[src/verilog/dmars_pkg.sv]
// DMA request select and last-channel status: shared constants and types.
// Assumes one system clock, AHB-Lite register access, NCH identical channels.
//
// What this block does
// - Force bit triggers exactly one transfer
// - Force clear: selected request starts transfers
// - Writing zero to force does nothing
// - Force clears on completion or channel disable
// - Eight-bit field picks the request line
// - Last channel resets to 1111, none yet
// - Last channel holds most recent channel number
package dmars_pkg;

   // ----------------------------------------------------------------------
   // Sizes
   // ----------------------------------------------------------------------
   localparam int unsigned NCH  = 4;          // Channels implemented
   localparam int unsigned NREQ = 256;        // Request lines, one per select code

   // ----------------------------------------------------------------------
   // Register byte offsets
   // ----------------------------------------------------------------------
   localparam logic [7:0] OFF_CH_BASE   = 8'h00;  // First channel block
   localparam logic [7:0] OFF_CH_STRIDE = 8'h08;  // Channel block spacing
   localparam logic [7:0] OFF_REQSEL    = 8'h00;  // Request select within block
   localparam logic [7:0] OFF_CTRL      = 8'h04;  // Channel enable within block
   localparam logic [7:0] OFF_LAST      = 8'h20;  // Last channel status
   localparam logic [7:0] OFF_BUSY      = 8'h24;  // Transfer request status

   // ----------------------------------------------------------------------
   // Field positions and reset values
   // ----------------------------------------------------------------------
   localparam int unsigned FORCE_BIT = 15;
   localparam int unsigned EN_BIT    = 0;
   localparam logic [7:0]  SEL_RST   = 8'h00;
   localparam logic [3:0]  LAST_RST  = 4'hf;   // No transfer since reset
   localparam logic        READY_RST = 1'b1;
   localparam logic [1:0]  HTRANS_NONSEQ = 2'h2;
   localparam logic [2:0]  HSIZE_WORD    = 3'h2;

   // ----------------------------------------------------------------------
   // Types
   // ----------------------------------------------------------------------
   typedef enum logic [1:0] {
      DMARS_IDLE   = 2'h0,
      DMARS_AUTO   = 2'h1,
      DMARS_MANUAL = 2'h2
   } dmars_chst_t;

   typedef struct packed {
      logic       valid;
      logic [7:0] addr;
   } dmars_wr_t;

   typedef struct packed {
      dmars_chst_t st;
      logic        force_q;
      logic        prev;
      logic        pending;
   } dmars_chan_t;

   typedef struct packed {
      logic [NCH-1:0][7:0] sel;
      logic [NCH-1:0]      en;
      logic [3:0]          last;
      dmars_wr_t           wr;
      logic [31:0]         rdata;
      logic                ready;
   } dmars_top_t;

endpackage : dmars_pkg

[src/verilog/dmars_chan.sv]
// One DMA channel: request selection, manual force and transfer handshake.
// Assumes xfer_done is a one-cycle pulse from the transfer engine.
`timescale 1ns/1ps

module dmars_chan import dmars_pkg::*; (
   input  wire logic            clk,
   input  wire logic            rst_n,
   input  wire logic            enable,
   input  wire logic            force_set,
   input  wire logic [7:0]      src_sel,
   input  wire logic [NREQ-1:0] req_lines,
   input  wire logic            xfer_done,
   output logic                 force_q,
   output logic                 busy
);

   dmars_chan_t s_q;
   dmars_chan_t s_d;
   logic        sel_req;
   logic        edge_det;

   // ----------------------------------------------------------------------
   // Next state
   // ----------------------------------------------------------------------
   always_comb begin
      s_d      = s_q;
      sel_req  = req_lines[src_sel];
      edge_det = sel_req & ~s_q.prev;
      s_d.prev = sel_req;
      if (force_set) begin
         s_d.force_q = 1'b1;                         // Only software sets it
      end
      if (edge_det) begin
         s_d.pending = 1'b1;
      end
      unique case (s_q.st)
         DMARS_IDLE: begin
            if (enable && s_q.force_q) begin
               s_d.st = DMARS_MANUAL;
            end else if (enable && (s_q.pending || edge_det)) begin
               s_d.st      = DMARS_AUTO;
               s_d.pending = 1'b0;
            end
         end
         DMARS_AUTO: begin
            if (xfer_done) begin
               s_d.st = DMARS_IDLE;
            end
         end
         DMARS_MANUAL: begin
            if (xfer_done) begin
               s_d.st = DMARS_IDLE;
               if (!force_set) begin
                  s_d.force_q = 1'b0;
               end
            end
         end
         default: s_d.st = DMARS_IDLE;
      endcase
      // Disabled channel drops activity, force and pending request
      if (!enable) begin
         s_d.st      = DMARS_IDLE;
         s_d.force_q = 1'b0;
         s_d.pending = 1'b0;
      end
   end

   // State register
   always_ff @(posedge clk or negedge rst_n) begin
      if (!rst_n) begin
         s_q <= '{st: DMARS_IDLE, force_q: 1'b0, prev: 1'b0, pending: 1'b0};
      end else begin
         s_q <= s_d;
      end
   end

   assign force_q = s_q.force_q;
   assign busy    = (s_q.st != DMARS_IDLE);
endmodule : dmars_chan

[src/verilog/dmars_top.sv]
// DMA request select and last-channel status with an AHB-Lite register slave.
// Assumes a single AHB-Lite master, word transfers, and a transfer engine
// that answers each xfer_req with a one-cycle xfer_done pulse.
`timescale 1ns/1ps

module dmars_top import dmars_pkg::*; (
   input  wire logic            clk,
   input  wire logic            resetn,
   input  wire logic            hsel,
   input  wire logic [31:0]     haddr,
   input  wire logic [1:0]      htrans,
   input  wire logic            hwrite,
   input  wire logic [2:0]      hsize,
   input  wire logic            hready,
   input  wire logic [31:0]     hwdata,
   output logic                 hreadyout,
   output logic                 hresp,
   output logic [31:0]          hrdata,
   input  wire logic [NREQ-1:0] req_lines,
   input  wire logic [NCH-1:0]  xfer_done,
   output logic [NCH-1:0]       xfer_req
);

   // ----------------------------------------------------------------------
   // Reset release
   // ----------------------------------------------------------------------
   logic [1:0] rsync_q;
   logic       rst_n;

   // Asynchronous assert, two-stage synchronous release
   always_ff @(posedge clk or negedge resetn) begin
      if (!resetn) begin
         rsync_q <= 2'h0;
      end else begin
         rsync_q <= {rsync_q[0], 1'b1};
      end
   end

   assign rst_n = rsync_q[1];

   // ----------------------------------------------------------------------
   // Declarations
   // ----------------------------------------------------------------------
   dmars_top_t     r_q;
   dmars_top_t     r_d;
   logic [NCH-1:0] force_set;
   logic [NCH-1:0] force_st;
   logic [NCH-1:0] busy;
   logic           accept;
   logic           any_done;
   logic [3:0]     win;

   // Byte address of a register inside a channel block
   function automatic logic [7:0] ch_addr(input int unsigned ch, input logic [7:0] off);
      ch_addr = 8'(OFF_CH_BASE + OFF_CH_STRIDE * 8'(ch) + off);
   endfunction : ch_addr

   // ----------------------------------------------------------------------
   // Completion tracking
   // ----------------------------------------------------------------------
   // Highest numbered channel wins when several finish together
   always_comb begin
      any_done = 1'b0;
      win      = LAST_RST;
      for (int unsigned ch = 0; ch < NCH; ch++) begin
         if (xfer_done[ch] && busy[ch]) begin
            any_done = 1'b1;
            win      = 4'(ch);
         end
      end
   end

   // ----------------------------------------------------------------------
   // Register file and bus slave
   // ----------------------------------------------------------------------
   assign accept = hsel && hready && (htrans == HTRANS_NONSEQ || htrans == 2'h3);

   // Read data mux, fed with the register state after any write in flight and the current channel force and busy bits
   function automatic logic [31:0] rd_mux(input logic [7:0] a, input dmars_top_t r,
                                          input logic [NCH-1:0] frc,
                                          input logic [NCH-1:0] act);
      logic [31:0] v;
      v = 32'h0;
      for (int unsigned ch = 0; ch < NCH; ch++) begin
         if (a == ch_addr(ch, OFF_REQSEL)) begin
            v[7:0]      = r.sel[ch];
            v[FORCE_BIT] = frc[ch];
         end
         if (a == ch_addr(ch, OFF_CTRL)) begin
            v[EN_BIT] = r.en[ch];
         end
      end
      if (a == OFF_LAST) begin
         v[3:0] = r.last;
      end
      if (a == OFF_BUSY) begin
         v[NCH-1:0] = act;
      end
      rd_mux = v;
   endfunction : rd_mux

   // Next state of registers and bus response
   always_comb begin
      r_d       = r_q;
      force_set = '0;
      r_d.ready = READY_RST;
      // Data phase of a write
      if (r_q.wr.valid) begin
         for (int unsigned ch = 0; ch < NCH; ch++) begin
            if (r_q.wr.addr == ch_addr(ch, OFF_REQSEL)) begin
               r_d.sel[ch]   = hwdata[7:0];
               force_set[ch] = hwdata[FORCE_BIT];      // A zero is ignored
            end
            if (r_q.wr.addr == ch_addr(ch, OFF_CTRL)) begin
               r_d.en[ch] = hwdata[EN_BIT];
            end
         end
      end
      // Status follows hardware only; writes to it fall through
      if (any_done) begin
         r_d.last = win;
      end
      // Address phase capture
      r_d.wr.valid = accept && hwrite && (hsize == HSIZE_WORD);
      r_d.wr.addr  = haddr[7:0];
      r_d.rdata    = 32'h0;
      if (accept && !hwrite) begin
         r_d.rdata = rd_mux(haddr[7:0], r_d, force_st, busy);
      end
   end

   // State register
   always_ff @(posedge clk or negedge rst_n) begin
      if (!rst_n) begin
         r_q.sel   <= {NCH{SEL_RST}};
         r_q.en    <= '0;
         r_q.last  <= LAST_RST;
         r_q.wr    <= '{valid: 1'b0, addr: 8'h00};
         r_q.rdata <= 32'h0;
         r_q.ready <= READY_RST;
      end else begin
         r_q <= r_d;
      end
   end

   // hreadyout and hrdata come straight from flops; hresp is tied low and xfer_req decodes channel state
   assign hreadyout = r_q.ready;
   assign hresp     = 1'b0;
   assign hrdata    = r_q.rdata;
   assign xfer_req  = busy;

   // ----------------------------------------------------------------------
   // Channels
   // ----------------------------------------------------------------------
   for (genvar g = 0; g < NCH; g++) begin : g_ch
      dmars_chan u_chan (
         .clk       (clk),
         .rst_n     (rst_n),
         .enable    (r_q.en[g]),
         .force_set (force_set[g]),
         .src_sel   (r_q.sel[g]),
         .req_lines (req_lines),
         .xfer_done (xfer_done[g]),
         .force_q   (force_st[g]),
         .busy      (busy[g])
      );
   end

   // Per channel: a select write lands, and a force write reaches an enabled channel
   for (genvar c = 0; c < NCH; c++) begin : g_chk

   end
endmodule : dmars_top

[config.mk]
export PLATFORM = sky130hd
export DESIGN_NAME = dmars_top
export DESIGN_NICKNAME = d
export VERILOG_FILES = /design/src/verilog/dmars_pkg.sv /design/src/verilog/dmars_chan.sv /design/src/verilog/dmars_top.sv
export SDC_FILE = /design/constraint.sdc
export NUM_CORES = 1
export LEC_CHECK = 0
export BUFFER_PORTS_ARGS = -buffer_cell sky130_fd_sc_hd__buf_2
export CORE_MARGIN = 3
export CORE_UTILIZATION = 53
export CTS_CLUSTER_DIAMETER = 80
export DETAILED_ROUTE_END_ITERATION = 8
export PLACE_DENSITY = 0.82
export REMOVE_ABC_BUFFERS = 1
export SLEW_MARGIN = 20
export SYNTH_ARGS = -nofsm -noshare
export SYNTH_HDL_FRONTEND = slang
export SYNTH_SLANG_ARGS = --single-unit
export TNS_END_PERCENT = 20
[constraint.sdc]
create_clock -name clk -period 2.9 [get_ports clk]
set_clock_uncertainty 0.15 [all_clocks]
set_input_delay 0.29 -clock clk [delete_from_list [all_inputs] [get_ports clk]]
set_output_delay 0.29 -clock clk [all_outputs]
set_load 0.01 [all_outputs]
After elaboration in Yosys (flattened, before gate mapping). Index checks and enable logic that the tools add are counted.

Output and inout port bits: 38. Flip-flop bits (word level): 103. Word-level logic and storage cells: 217. Input port bits: 334.

Bitwise operators: 8. $lt $le $gt $ge: 4. Equality and inequality tests: 39. Multiplexer cells: 103. Reductions and logical operators: 37.

Operators by type and width (number): 8-bit 2-to-1 mux (9); 8-bit by 5-bit == test with 1-bit output, second input constant (8); 1-bit 2-to-1 mux (56); 8-bit by 9-bit < comparator with 1-bit output, second input constant (4); 36-bit 2-to-1 mux (1); 1-bit binary-select mux with 8-bit select (4); 8-bit by 4-bit == test with 1-bit output, second input constant (4); 4-bit 2-to-1 mux (8); 2-bit 2-to-1 mux (12); 3-bit 2-to-1 mux (8); 3-bit inequality test, second input constant (8); 2-bit case mux with 3 select lines (4); 1-bit logical AND (17); 8-bit by 3-bit == test with 1-bit output, second input constant (2); 8-bit by 6-bit == test with 1-bit output, second input constant (2); 8-bit zero test (2); 16-bit 2-to-1 mux (1); 4-bit by 2-bit inequality test with 1-bit output, second input constant (4); 2-bit == test, second input constant (6); 3-bit AND reduction (4); 2-bit by 1-bit == test with 1-bit output, second input constant (4); 2-bit zero test (4); 2-bit nonzero test (4); 1-bit logical OR (5); 4 further kinds (10).

Logic depth before layout (Yosys ltp). Gate-level depths: netlist (run 1).

Depth after elaboration: 15. Mapped depth: 13. Mapped depth without buffers: 8.

Hierarchy. From an unflattened synthesis (run 1), not the netlist that was laid out.

Cell total of the unflattened synthesis: 1067. Area, all modules: 12847.3 um^2.

Modules (own cells, without submodules): dmars_chan (cells an instance 205, area an instance 2463.6 um^2, times used 4, seq. area each 125.1 um^2); dmars_top (cells an instance 247, area an instance 2992.9 um^2, times used 1, seq. area each 1506.4 um^2).

Worst setup path after synthesis (run 1). Ideal clock, no wire load.

Kind: register to register. Start point: register r_q[34] (netlist name). End point: register r_q, in the netlist hrdata[0]. Required time: 2618 ps. Stages on the path, launching flop included: 9. Path buffers: 1. Data arrival time: 2751 ps. Setup slack: -133 ps. Setup time: 132 ps. Clock period less this slack: 3033 ps. Cell sequence: dfrtp_1 > or4_1 > or4_1 > buf_2 > nor3b_4 > mux2_2 > mux4_2 > o21ai_1 > o21ai_1.

RTL lines: start, declared (line dmars_top.sv:44) `dmars_top_t r_q;`; start signal, assigned (line dmars_top.sv:142) `r_q <= r_d;`.

==> impl_metrics.env, run 1 <==
export IMPL_crit_required_ns=2.97
export IMPL_share_of_layout_cells_above_drive_strength_1_pct=55.30
export IMPL_power_density_nw_per_um2=221.5
export IMPL_timing_worst_setup_path_type="reg -> reg"
export IMPL_post_route_period_util_pct=109.5
export IMPL_hold_ws_ns=0.02363
export IMPL_max_clock_buf_depth=2
export IMPL_standard_cell_row_count=55
export IMPL_detailed_place_hpwl_um=38200
export IMPL_synth_simple_gate_area_share_pct=9.388
export IMPL_total_leakage_power_nw=6.018
export IMPL_violated_checks="setup timing"
export IMPL_setup_total_negative_slack_ns=-2.367
export IMPL_critical_path_arrival_ns=3.24
export IMPL_number_of_nets_still_failing_antenna_checks_after_routing=0
export IMPL_async_reset_ff_share_pct=100.0
export IMPL_core_um2=22780
export IMPL_drv_cap=0
export IMPL_power_ir_vdd_worst_mv=0.2661
export IMPL_worstSkewPairLatency_ns=0.34
export IMPL_via_count=12820
export IMPL_tritoncts="yes"
export IMPL_grt_antenna_before_repair=7
export IMPL_flow_area_growth_from_synthesis_pct=27.32
export IMPL_routed_via_density=7.436
export IMPL_die_width_um=158.8
export IMPL_drt_drc_violations_left=0
export IMPL_die_height_um=158.8
export IMPL_main_combinational_cell_family_by_area_after_synthesis="multiplexers"
export IMPL_clock_tree_root_cell="sky130_fd_sc_hd__clkbuf_16"
export IMPL_hold_path_class="in -> reg"
export IMPL_dp_cells=1673
export IMPL_timing_final_max_slew_violations=0
export IMPL_route_top_layer_used="met5"
export IMPL_timing_critical_path_fanout_max=4
export IMPL_synth_seq_cells=80
export IMPL_port_buffers=298
export IMPL_drt_iter0_drc=2147
export IMPL_pin_count=372
export IMPL_wire_length_on_met3_um=6945
export IMPL_drt_total_wl_um=50300
export IMPL_cts_inserted_buffers=9
export IMPL_run_status="finished, violations left"
export IMPL_number_of_synthesized_flops_with_an_enable_pin=0
export IMPL_max_freq_ghz=0.3149
export IMPL_routed_wl_met2_um=23040
export IMPL_pre_cts_ws_ns=-0.3885
export IMPL_synthFlopType="sky130_fd_sc_hd__dfrtp_1"
export IMPL_rsz0062_at_grt="true"
export IMPL_syn_cell_area_um2=12380
export IMPL_number_of_global_route_vias_before_repair=12640
export IMPL_setup_violations=15
export IMPL_initial_core_util_pct=54.36
export IMPL_compound_gate_portion_of_the_synthesized_area_pct=11.93
export IMPL_syn_mean_instance_area_um2=11.67
export IMPL_grt_overflow_total=0
export IMPL_synth_adder_area_share_pct=0
export IMPL_critPathCaptureType="register"
export IMPL_grt_total_usage_pct=38.47
export IMPL_h_tree_lvls=3
export IMPL_filler_free_cell_count_of_the_finished_design=1724
export IMPL_post_synth_inst_count=1061
export IMPL_avgRoutedWirePerCell_um=29.18
export IMPL_met1_length_um=17050
export IMPL_place_gp_congestion=0.9947
export IMPL_detail_route_first_pass_iterations=7
export IMPL_final_period_minus_worst_setup_slack_ns=3.176
export IMPL_critical_path_startpoint_type="register"
export IMPL_grt_max_degree=50
export IMPL_grt_pass1_wl_um=75230
export IMPL_worst_slew_pin_transition_ns=0.7837
export IMPL_die_area_um2=25230
export IMPL_final_net_count=1734
export IMPL_synth_lib_cells_used_distinct=66
export IMPL_synthesis_yosys_warnings=0
export IMPL_worst_slack_ns=-0.2760
export IMPL_max_slew_margin_rel_pct=47.56
export IMPL_timing_final_hold_violations=0
export IMPL_clk_sinks=80
export IMPL_synth_xor_area_share_pct=0
export IMPL_clkSlewWorstSetupHoldPaths_ns=0.06
export IMPL_post_synth_mux_area_share_pct=55.00
export IMPL_register_area_share_after_synthesis_pct=16.21
==> worst max-delay path, stage by stage (launching register included) <==
cell and delay, ns:
sky130_fd_sc_hd__dfrtp_1 0.36, sky130_fd_sc_hd__or4_4 0.53, sky130_fd_sc_hd__or4_4 0.56, sky130_fd_sc_hd__nor3b_4 0.35, sky130_fd_sc_hd__buf_6 0.18, sky130_fd_sc_hd__mux2_4 0.31
sky130_fd_sc_hd__a22oi_2 0.12, sky130_fd_sc_hd__a31oi_1 0.12, sky130_fd_sc_hd__a221oi_1 0.29, sky130_fd_sc_hd__nor2_1 0.09
==> layout make-up <==
cell class,instances,area (um2)
flip-flops and latches,80,2028
well taps,313,391.6
inverters,17,67.56
multi-input cells,842,9806
clock inverters,6,51.30
diodes,6,15.01
fillers,1611,7013
clock buffers,10,239.0
repair buffers,450,3167
==> cell usage in the layout, fill, tap and decap left out, types with 5 or more instances in the layout <==
| cell | n |
|---|---|
| sky130_fd_sc_hd__dlygate4sd3_1 | 7 |
| sky130_fd_sc_hd__a21oi_1 | 21 |
| sky130_fd_sc_hd__a31oi_1 | 6 |
| sky130_fd_sc_hd__buf_16 | 5 |
| sky130_fd_sc_hd__nor3_1 | 10 |
| sky130_fd_sc_hd__a22o_1 | 6 |
| sky130_fd_sc_hd__inv_1 | 16 |
| sky130_fd_sc_hd__nand4_1 | 9 |
| sky130_fd_sc_hd__a22oi_1 | 74 |
| sky130_fd_sc_hd__nor2b_1 | 14 |
| sky130_fd_sc_hd__nand3_1 | 21 |
| sky130_fd_sc_hd__dfrtp_1 | 67 |
| sky130_fd_sc_hd__nor2_1 | 34 |
| sky130_fd_sc_hd__and2_1 | 5 |
| sky130_fd_sc_hd__nor3b_1 | 8 |
| sky130_fd_sc_hd__mux4_2 | 213 |
| sky130_fd_sc_hd__buf_2 | 298 |
| sky130_fd_sc_hd__a21oi_2 | 6 |
| sky130_fd_sc_hd__clkbuf_16 | 9 |
| sky130_fd_sc_hd__dfrtp_2 | 5 |
| sky130_fd_sc_hd__a22oi_2 | 5 |
| sky130_fd_sc_hd__buf_6 | 9 |
| sky130_fd_sc_hd__o22a_1 | 6 |
| sky130_fd_sc_hd__conb_1 | 26 |
| sky130_fd_sc_hd__nand3b_1 | 8 |
| sky130_fd_sc_hd__o21ai_0 | 8 |
| sky130_fd_sc_hd__diode_2 | 6 |
| sky130_fd_sc_hd__a32oi_1 | 5 |
| sky130_fd_sc_hd__mux2_2 | 34 |
| sky130_fd_sc_hd__a221oi_2 | 6 |
| sky130_fd_sc_hd__mux2i_1 | 155 |
| sky130_fd_sc_hd__buf_12 | 22 |
| sky130_fd_sc_hd__or2_2 | 7 |
| sky130_fd_sc_hd__buf_4 | 104 |
| sky130_fd_sc_hd__nand2_1 | 37 |
| sky130_fd_sc_hd__nand2b_1 | 16 |
==> cells in the mapped netlist (all sizes together) (5+ instances only) <==
library cell	instances	area share [%]
buf	104	5.6
nand2	37	1.1
nand4	9	0.45
o22a	6	0.42
nor3b	10	0.70
dfrtp	76	15
or2	7	0.35
inv	17	0.52
a41oi	5	0.35
a21oi	27	1.1
mux4	213	39
a32oi	6	0.42
mux2	38	3.5
nand3b	8	0.49
mux2i	158	13
o311ai	6	0.42
a31oi	9	0.45
a211oi	7	0.42
clkbuf	42	1.3
nand3	21	0.85
nor3	10	0.40
nor2b	14	0.71
and2	5	0.25
nand2b	17	0.92
a22o	6	0.42
a221oi	9	0.64
o21ai	11	0.44
nor4	6	0.30
a22oi	79	4.8
nor2	35	1.1
==> per-layer routing <==
metal / vias to the layer above / GRT usage [%]
met3: 278 / 10.51
li1: 5076 / -
met5: - / 0
met4: 4 / 18.46
met1: 6209 / 48.55
met2: 1253 / 61.72
==> power by group <==
group	switching [mW]	internal, mW
sequential	0.0365	1.16
combinational	0.604	0.599
clock	0.480	0.615
==> what timing repair did <==
action | 4_1_cts | 5_1_grt
setup endpoints to repair | 18 | 17
hold buffers | 7 | 0
buffers inserted | 12 | 3
hold endpoints to repair | 8 | 0
cloned | 7 | 0
pin swaps | 11 | 6
resized for setup | 43 | 26
==> flip-flops by register name (all words and copies together) (netlist names) <==
signal / flops
r_q: 49
rsync_q: 2
g_ch.u_chan.s_q: 16
g_ch.u_chan.force_q: 4
hrdata: 9
==> logic make-up after synthesis <==
kind of cell	count (synthesis)
multiplexers	409
AND/OR/NAND/NOR	205
AO/OA/AOI/OAI	202
buffers and inverters	163
flip-flops	80
other	2
==> through the flow <==
step           cell area (um2)  util (%)  power [mW]
5_1_grt                  15760     69.17       3.616
4_1_cts                  15610     68.51       3.450
2_1_floorplan            11620         -       1.808
3_3_place_gp             14690     64.51       2.306
6_report                 15770     69.21       3.491
3_5_place_dp             14690     64.51       2.342
==> path summary, 6_finish.rpt <==
check,start,end,slack (ns),depth (start not counted)
min in group asynchronous,resetn,rsync_q[1]$_DFF_PN0_,0.11,2
worst max register to register,r_q[34]$_DFF_PN0_,hrdata[3]$_DFF_PN0_,-0.28,9
max in group asynchronous,rsync_q[1]$_DFF_PN0_,r_q[58]$_DFF_PN0_,1.71,1
worst min-delay path,haddr[4],r_q[37]$_DFF_PN0_,0.02,1
worst max-delay path,r_q[34]$_DFF_PN0_,hrdata[3]$_DFF_PN0_,-0.28,9
worst min register to register,rsync_q[1]$_DFF_PN0_,r_q[41]$_DFF_PN0_,0.16,0
No activity file was read; power rests on OpenSTA's default activity.
==> run 2, diff against run 1 <==
--- a/config.mk
+++ b/config.mk
@@ -7,10 +7,10 @@
 export LEC_CHECK = 0
 export BUFFER_PORTS_ARGS = -buffer_cell sky130_fd_sc_hd__buf_2
 export CORE_MARGIN = 3
-export CORE_UTILIZATION = 53
+export CORE_UTILIZATION = 54
 export CTS_CLUSTER_DIAMETER = 80
 export DETAILED_ROUTE_END_ITERATION = 8
-export PLACE_DENSITY = 0.82
+export PLACE_DENSITY = 0.83
 export REMOVE_ABC_BUFFERS = 1
 export SLEW_MARGIN = 20
 export SYNTH_ARGS = -nofsm -noshare
==> impl_metrics.env, run 2 (synthesis gave the netlist of run 1 again) <==
export IMPL_run_status="finished, violations left"
export IMPL_violated_checks="setup timing"
export IMPL_critical_path_arrival_ns=3.28
export IMPL_timing_critical_path_buf_inv=3
export IMPL_core_um2=22160
export IMPL_power_clock_fraction_pct=32.4
export IMPL_tritoncts="yes"
export IMPL_layout_cells_most_common="sky130_fd_sc_hd__buf_2"
export IMPL_power_ir_vdd_worst_mv=0.2239
export IMPL_clkSlewWorstSetupHoldPaths_ns=0.06
export IMPL_swShare_pct=31.67
export IMPL_grt_max_degree=79
export IMPL_die_height_um=157.4
export IMPL_timing_worst_setup_path_type="reg -> reg"
export IMPL_detailed_place_hpwl_um=37930
export IMPL_crit_required_ns=2.97
export IMPL_cts_inserted_buffers=9
export IMPL_crit_slowest_cell="sky130_fd_sc_hd__dfrtp_4"
export IMPL_slowest_delay_ns=0.53
export IMPL_grt_antenna_before_repair=2
export IMPL_timing_critical_path_fanout_max=6
export IMPL_post_route_period_util_pct=110.6
export IMPL_clk_sinks=80
export IMPL_share_of_layout_cells_above_drive_strength_1_pct=55.27
export IMPL_worst_slew_pin_transition_ns=0.9658
export IMPL_worst_slack_ns=-0.3076
export IMPL_reg2reg_setup_slack_ns=-0.31
export IMPL_pin_count=372
export IMPL_route_top_layer_used="met4"
export IMPL_met1_length_um=16440
export IMPL_drt_total_wl_um=51240
export IMPL_die_width_um=157.4
export IMPL_final_net_count=1733
export IMPL_h_tree_lvls=3
export IMPL_drt_iter0_drc=1796
export IMPL_number_of_nets_still_failing_antenna_checks_after_routing=0
export IMPL_timing_final_hold_violations=0
export IMPL_top_register="r_q"
export IMPL_timing_final_max_slew_violations=0
export IMPL_layout_cells_most_common_list="298 x sky130_fd_sc_hd__buf_2, 213 x sky130_fd_sc_hd__mux4_2, 155 x sky130_fd_sc_hd__mux2i_1"
export IMPL_power_report_internal_total_mw=2.487
export IMPL_dp_cells=1634
export IMPL_standard_cell_row_count=54
export IMPL_final_period_minus_worst_setup_slack_ns=3.208
export IMPL_grt_total_usage_pct=39.75
export IMPL_filler_free_cell_count_of_the_finished_design=1687
export IMPL_worstSkewPairLatency_ns=0.34
export IMPL_rsz0062_at_grt="true"
export IMPL_setup_violations=15
export IMPL_die_area_um2=24780
export IMPL_n_fill_cell=1519
export IMPL_timing_critical_path_max_delay_family="multiplexers"
export IMPL_via_count=13020
export IMPL_flow_area_growth_from_synthesis_pct=27.16
export IMPL_clock_tree_root_cell="sky130_fd_sc_hd__clkbuf_16"
export IMPL_net_switching_power_mw=1.153
export IMPL_routed_via_density=7.716
export IMPL_initial_core_util_pct=55.87
export IMPL_hold_path_class="in -> reg"
export IMPL_drv_cap=0
export IMPL_port_buffers=298
export IMPL_grt_overflow_total=0
export IMPL_critPathCaptureType="register"
export IMPL_pwr_share_seq_pct=32.5
export IMPL_total_leakage_power_nw=6.051
export IMPL_routed_wl_met2_um=23530
export IMPL_max_slew_margin_rel_pct=35.61
export IMPL_comb_power_share_pct=35.1
export IMPL_place_gp_congestion=1.008
export IMPL_avgRoutedWirePerCell_um=30.37
export IMPL_detail_route_first_pass_iterations=6
export IMPL_drt_drc_violations_left=0
export IMPL_power_density_nw_per_um2=231.2
export IMPL_flip_flop_count_of_the_largest_register_all_copies_and_words_added=49
export IMPL_setup_total_negative_slack_ns=-1.772
export IMPL_number_of_global_route_vias_before_repair=12990
export IMPL_grt_pass1_wl_um=74890
export IMPL_max_freq_ghz=0.3118
export IMPL_crit_path_cell_trace="buf_12 > buf_12 > buf_4 > mux4_2 > mux4_2 > a22o_1 > a221oi_2 > mux2i_1 > mux2_4 > nand3b_1 > a21boi_1"
export IMPL_max_clock_buf_depth=2
export IMPL_critical_path_startpoint_type="register"
export IMPL_wire_length_on_met3_um=7291
run 2: what timing repair did:
item / CTS / global route
hold endpoints to repair: 8 / 0
endpoints found under the setup margin: 18 / 20
resized for setup: 34 / 47
cloned: 2 / 3
pin swaps: 12 / 10
setup buffers: 11 / 11
hold buffers: 7 / 0
run 2: through the flow:
step                      power [mW]  worst slack [ns]  utilization, %  instance area (um2)  hold slack [ns]
after floorplan                1.808            -2.822               -                11620          -0.1556
after global placement         2.307           -0.2232           65.97                14620         -0.07527
after detailed placement       2.346           -0.2926           65.97                14620         -0.07347
after CTS                      3.534           -0.2492           69.28                15350         0.001739
after global routing           3.752           -0.3591           71.04                15740         0.007252
final                          3.640           -0.3076           71.05                15750          0.01473
run 2: worst paths after layout:
check	from	end	depth (start not counted)
setup / recovery	r_q[58]$_DFF_PN0_	g_ch[1].u_chan.s_q[0]$_DFF_PN0_	11
max in group asynchronous	rsync_q[1]$_DFF_PN0_	r_q[74]$_DFF_PN0_	1
min in group asynchronous	resetn	rsync_q[1]$_DFF_PN0_	2
hold reg to reg	rsync_q[0]$_DFF_PN0_	rsync_q[1]$_DFF_PN0_	0
hold / removal	haddr[4]	r_q[37]$_DFF_PN0_	1
setup reg to reg	r_q[58]$_DFF_PN0_	g_ch[1].u_chan.s_q[0]$_DFF_PN0_	11
run 2: worst register-to-register path, delay by kind of cell, from the launching register on:
family	cells	cell delay, ns
AND/OR/NAND/NOR	1	0.13
buffers and inverters	3	0.42
flip-flops	1	0.53
multiplexers	4	1.35
AO/OA/AOI/OAI	3	0.50
run 2: area by class of cell:
| type | instances | area, um2 | area share, % |
|---|---|---|---|
| clock buffer | 10 | 239.0 | 1.518 |
| timing repair buffer | 449 | 3133 | 19.90 |
| tap | 280 | 350.3 | 2.225 |
| multi-input combinational | 842 | 9847 | 62.54 |
| clock inverter | 6 | 75.07 | 0.4768 |
| inverter | 17 | 67.56 | 0.4291 |
| antenna | 3 | 7.507 | 0.04768 |
| sequential | 80 | 2026 | 12.87 |
run 2: per-layer routing:
metal  track usage, %  up-vias
met4            21.98        0
met2            64.17     1338
met1            48.56     6215
met3            11.00      392
met5                0        -
li1                 -     5072
run 2: power by group through the flow:
stage	combinational, mW	clock, mW	sequential [mW]
global route	1.33	1.23	1.19
detailed placement	1.14	0	1.20
floorplan	0.561	0	1.25
CTS	1.17	1.18	1.18
finish	1.28	1.18	1.18
global placement	1.11	0	1.20
==> run 3, diff against run 2 <==
--- a/config.mk
+++ b/config.mk
@@ -11,9 +11,8 @@
 export CTS_CLUSTER_DIAMETER = 80
 export DETAILED_ROUTE_END_ITERATION = 8
 export PLACE_DENSITY = 0.83
-export REMOVE_ABC_BUFFERS = 1
 export SLEW_MARGIN = 20
 export SYNTH_ARGS = -nofsm -noshare
 export SYNTH_HDL_FRONTEND = slang
 export SYNTH_SLANG_ARGS = --single-unit
-export TNS_END_PERCENT = 20
+export TNS_END_PERCENT = 10
==> impl_metrics.env, run 3 (synthesis gave the netlist of run 1 again) <==
export IMPL_crit_slowest_cell="sky130_fd_sc_hd__or4_4"
export IMPL_die_area_um2=24780
export IMPL_worst_setup_endpoint="hrdata[1]$_DFF_PN0_"
export IMPL_timing_worst_setup_path_type="reg -> reg"
export IMPL_initial_core_util_pct=55.87
export IMPL_die_height_um=157.4
export IMPL_critPathCaptureType="register"
export IMPL_crit_path_start="r_q[34]$_DFF_PN0_"
export IMPL_final_net_count=1738
export IMPL_final_period_minus_worst_setup_slack_ns=3.143
export IMPL_pin_count=372
export IMPL_max_freq_ghz=0.3182
export IMPL_timing_critical_path_buf_inv=1
export IMPL_timing_final_max_slew_violations=0
export IMPL_timing_final_hold_violations=0
export IMPL_crit_reg2reg_capture="hrdata[1]$_DFF_PN0_"
export IMPL_cp_num_cells=9
export IMPL_drv_cap=0
export IMPL_clock_tree_root_cell="sky130_fd_sc_hd__clkbuf_16"
export IMPL_n_fill_cell=1507
export IMPL_share_of_layout_cells_above_drive_strength_1_pct=54.58
export IMPL_run_status="finished, violations left"
export IMPL_post_route_period_util_pct=108.4
export IMPL_crit_required_ns=2.97
export IMPL_h_tree_lvls=3
export IMPL_core_um2=22160
export IMPL_grt_pass1_wl_um=76530
export IMPL_critical_path_arrival_ns=3.21
export IMPL_drt_iter0_drc=2085
export IMPL_worst_slew_pin_transition_ns=0.7180
export IMPL_critPathMostFrequentCell="sky130_fd_sc_hd__or4_4"
export IMPL_drt_drc_violations_left=0
export IMPL_flow_area_growth_from_synthesis_pct=26.93
export IMPL_layout_cells_most_common="sky130_fd_sc_hd__buf_2"
export IMPL_detailed_place_hpwl_um=38820
export IMPL_number_of_nets_still_failing_antenna_checks_after_routing=0
export IMPL_flip_flop_count_of_the_largest_register_all_copies_and_words_added=49
export IMPL_max_slew_margin_rel_pct=52.14
export IMPL_detail_route_first_pass_iterations=6
export IMPL_crit_path_cell_trace="or4_4 > or4_4 > nor3b_4 > buf_6 > mux2_2 > a22oi_2 > a31oi_1 > a221oi_1 > nor2_1"
export IMPL_slowest_delay_ns=0.55
export IMPL_number_of_global_route_vias_before_repair=13110
export IMPL_grt_total_usage_pct=40.80
export IMPL_power_density_nw_per_um2=234.5
export IMPL_total_power_mw=3.686
export IMPL_worstSkewPairLatency_ns=0.34
export IMPL_clk_sinks=80
export IMPL_worst_slack_ns=-0.2426
export IMPL_cts_inserted_buffers=9
export IMPL_tritoncts="yes"
export IMPL_max_clock_buf_depth=2
export IMPL_critical_path_startpoint_type="register"
export IMPL_standard_cell_row_count=54
export IMPL_timing_rr_start="r_q[34]$_DFF_PN0_"
export IMPL_power_ir_vdd_worst_mv=0.3254
export IMPL_violated_checks="setup timing"
export IMPL_routed_via_density=7.741
export IMPL_top_register="r_q"
export IMPL_total_leakage_power_nw=6.072
export IMPL_grt_max_degree=79
export IMPL_hold_path_class="in -> reg"
export IMPL_setup_violations=17
export IMPL_timing_critical_path_fanout_max=5
export IMPL_reg2reg_setup_slack_ns=-0.24
export IMPL_rsz0062_at_grt="true"
export IMPL_via_count=13110
export IMPL_drt_total_wl_um=51470
export IMPL_port_buffers=298
export IMPL_timing_critical_path_max_delay_family="simple AND/OR/NAND/NOR gates"
export IMPL_layout_core_utilization_pct=70.92
export IMPL_layout_cells_most_common_list="298 x sky130_fd_sc_hd__buf_2, 213 x sky130_fd_sc_hd__mux4_2, 155 x sky130_fd_sc_hd__mux2i_1"
export IMPL_ff2ff_path_depth=9
export IMPL_avgRoutedWirePerCell_um=30.38
export IMPL_place_gp_congestion=1.037
export IMPL_grt_antenna_before_repair=7
export IMPL_clkSlewWorstSetupHoldPaths_ns=0.06
export IMPL_die_width_um=157.4
export IMPL_grt_overflow_total=0
-- run 3: area by class of cell --
type,count,area [um2],share of cell area [%]
multi-input combinational,842,9754,62.07
sequential,80,2026,12.89
timing repair buffer,454,3188,20.29
inverter,17,63.81,0.4060
tap,280,350.3,2.229
clock inverter,5,78.83,0.5016
antenna,5,12.51,0.07961
clock buffer,11,242.7,1.544
-- run 3: worst register-to-register path: stages (launching register included) --
cell                       delay, ns
sky130_fd_sc_hd__dfrtp_1        0.36
sky130_fd_sc_hd__or4_4          0.55
sky130_fd_sc_hd__or4_4          0.49
sky130_fd_sc_hd__nor3b_4        0.23
sky130_fd_sc_hd__buf_6          0.15
sky130_fd_sc_hd__mux2_2         0.36
sky130_fd_sc_hd__a22oi_2        0.20
sky130_fd_sc_hd__a31oi_1        0.16
sky130_fd_sc_hd__a221oi_1       0.28
sky130_fd_sc_hd__nor2_1         0.09
-- run 3: power breakdown --
part	switching, mW	leakage [nW]	internal [mW]	total, mW
registers	0.0335	1.01	1.16	1.19
logic	0.638	4.90	0.619	1.26
clock network	0.461	0.160	0.778	1.24
-- run 3: repair_timing --
| action | 4_1_cts | 5_1_grt |
|---|---|---|
| setup endpoints to repair | 18 | 17 |
| pin swaps | 14 | 7 |
| endpoints found under the hold margin | 9 | 0 |
| resized for setup | 33 | 19 |
| buffers inserted | 15 | 0 |
| gates cloned | 2 | 0 |
| hold buffers | 8 | 0 |
-- run 3: worst min path at each step --
stage | slack (ns) | endpoint | depth (start not counted) | from
finish | 0.01 | r_q[36]$_DFF_PN0_ | 1 | haddr[3]
CTS | 0.002 | r_q[36]$_DFF_PN0_ | 1 | haddr[3]
global route | 0.007 | r_q[36]$_DFF_PN0_ | 1 | haddr[3]
global placement | -0.08 | rsync_q[0]$_DFF_PN0_ | 1 | resetn
detailed placement | -0.07 | rsync_q[0]$_DFF_PN0_ | 1 | resetn
floorplan | -0.16 | rsync_q[0]$_DFF_PN0_ | 0 | resetn
-- run 3: stage by stage --
step / setup TNS, ns / instance area, um2 / std cells / hold slack [ns] / setup WS, ns
CTS: -0.8904 / 15640 / 1690 / 0.001906 / -0.1512
finish: -1.901 / 15720 / 1694 / 0.01388 / -0.2426
detailed placement: -3.453 / 14870 / 1649 / -0.07105 / -0.3410
global placement: -2.508 / 14870 / 1649 / -0.07612 / -0.2620
floorplan: -0.2350 / 12480 / 1085 / -0.1556 / -0.1180
global route: -2.603 / 15710 / 1693 / 0.006890 / -0.2585
-- run 3: metal layers --
layer	vias to the layer above	GRT usage [%]	share of wire [%]	wire length [um]
met3	321	14.02	16	8318
met2	1383	64.64	45	23150
met4	4	18.39	6.7	3427
li1	5082	-	-	-
met1	6324	50.93	32	16550
met5	-	0	0.060	31
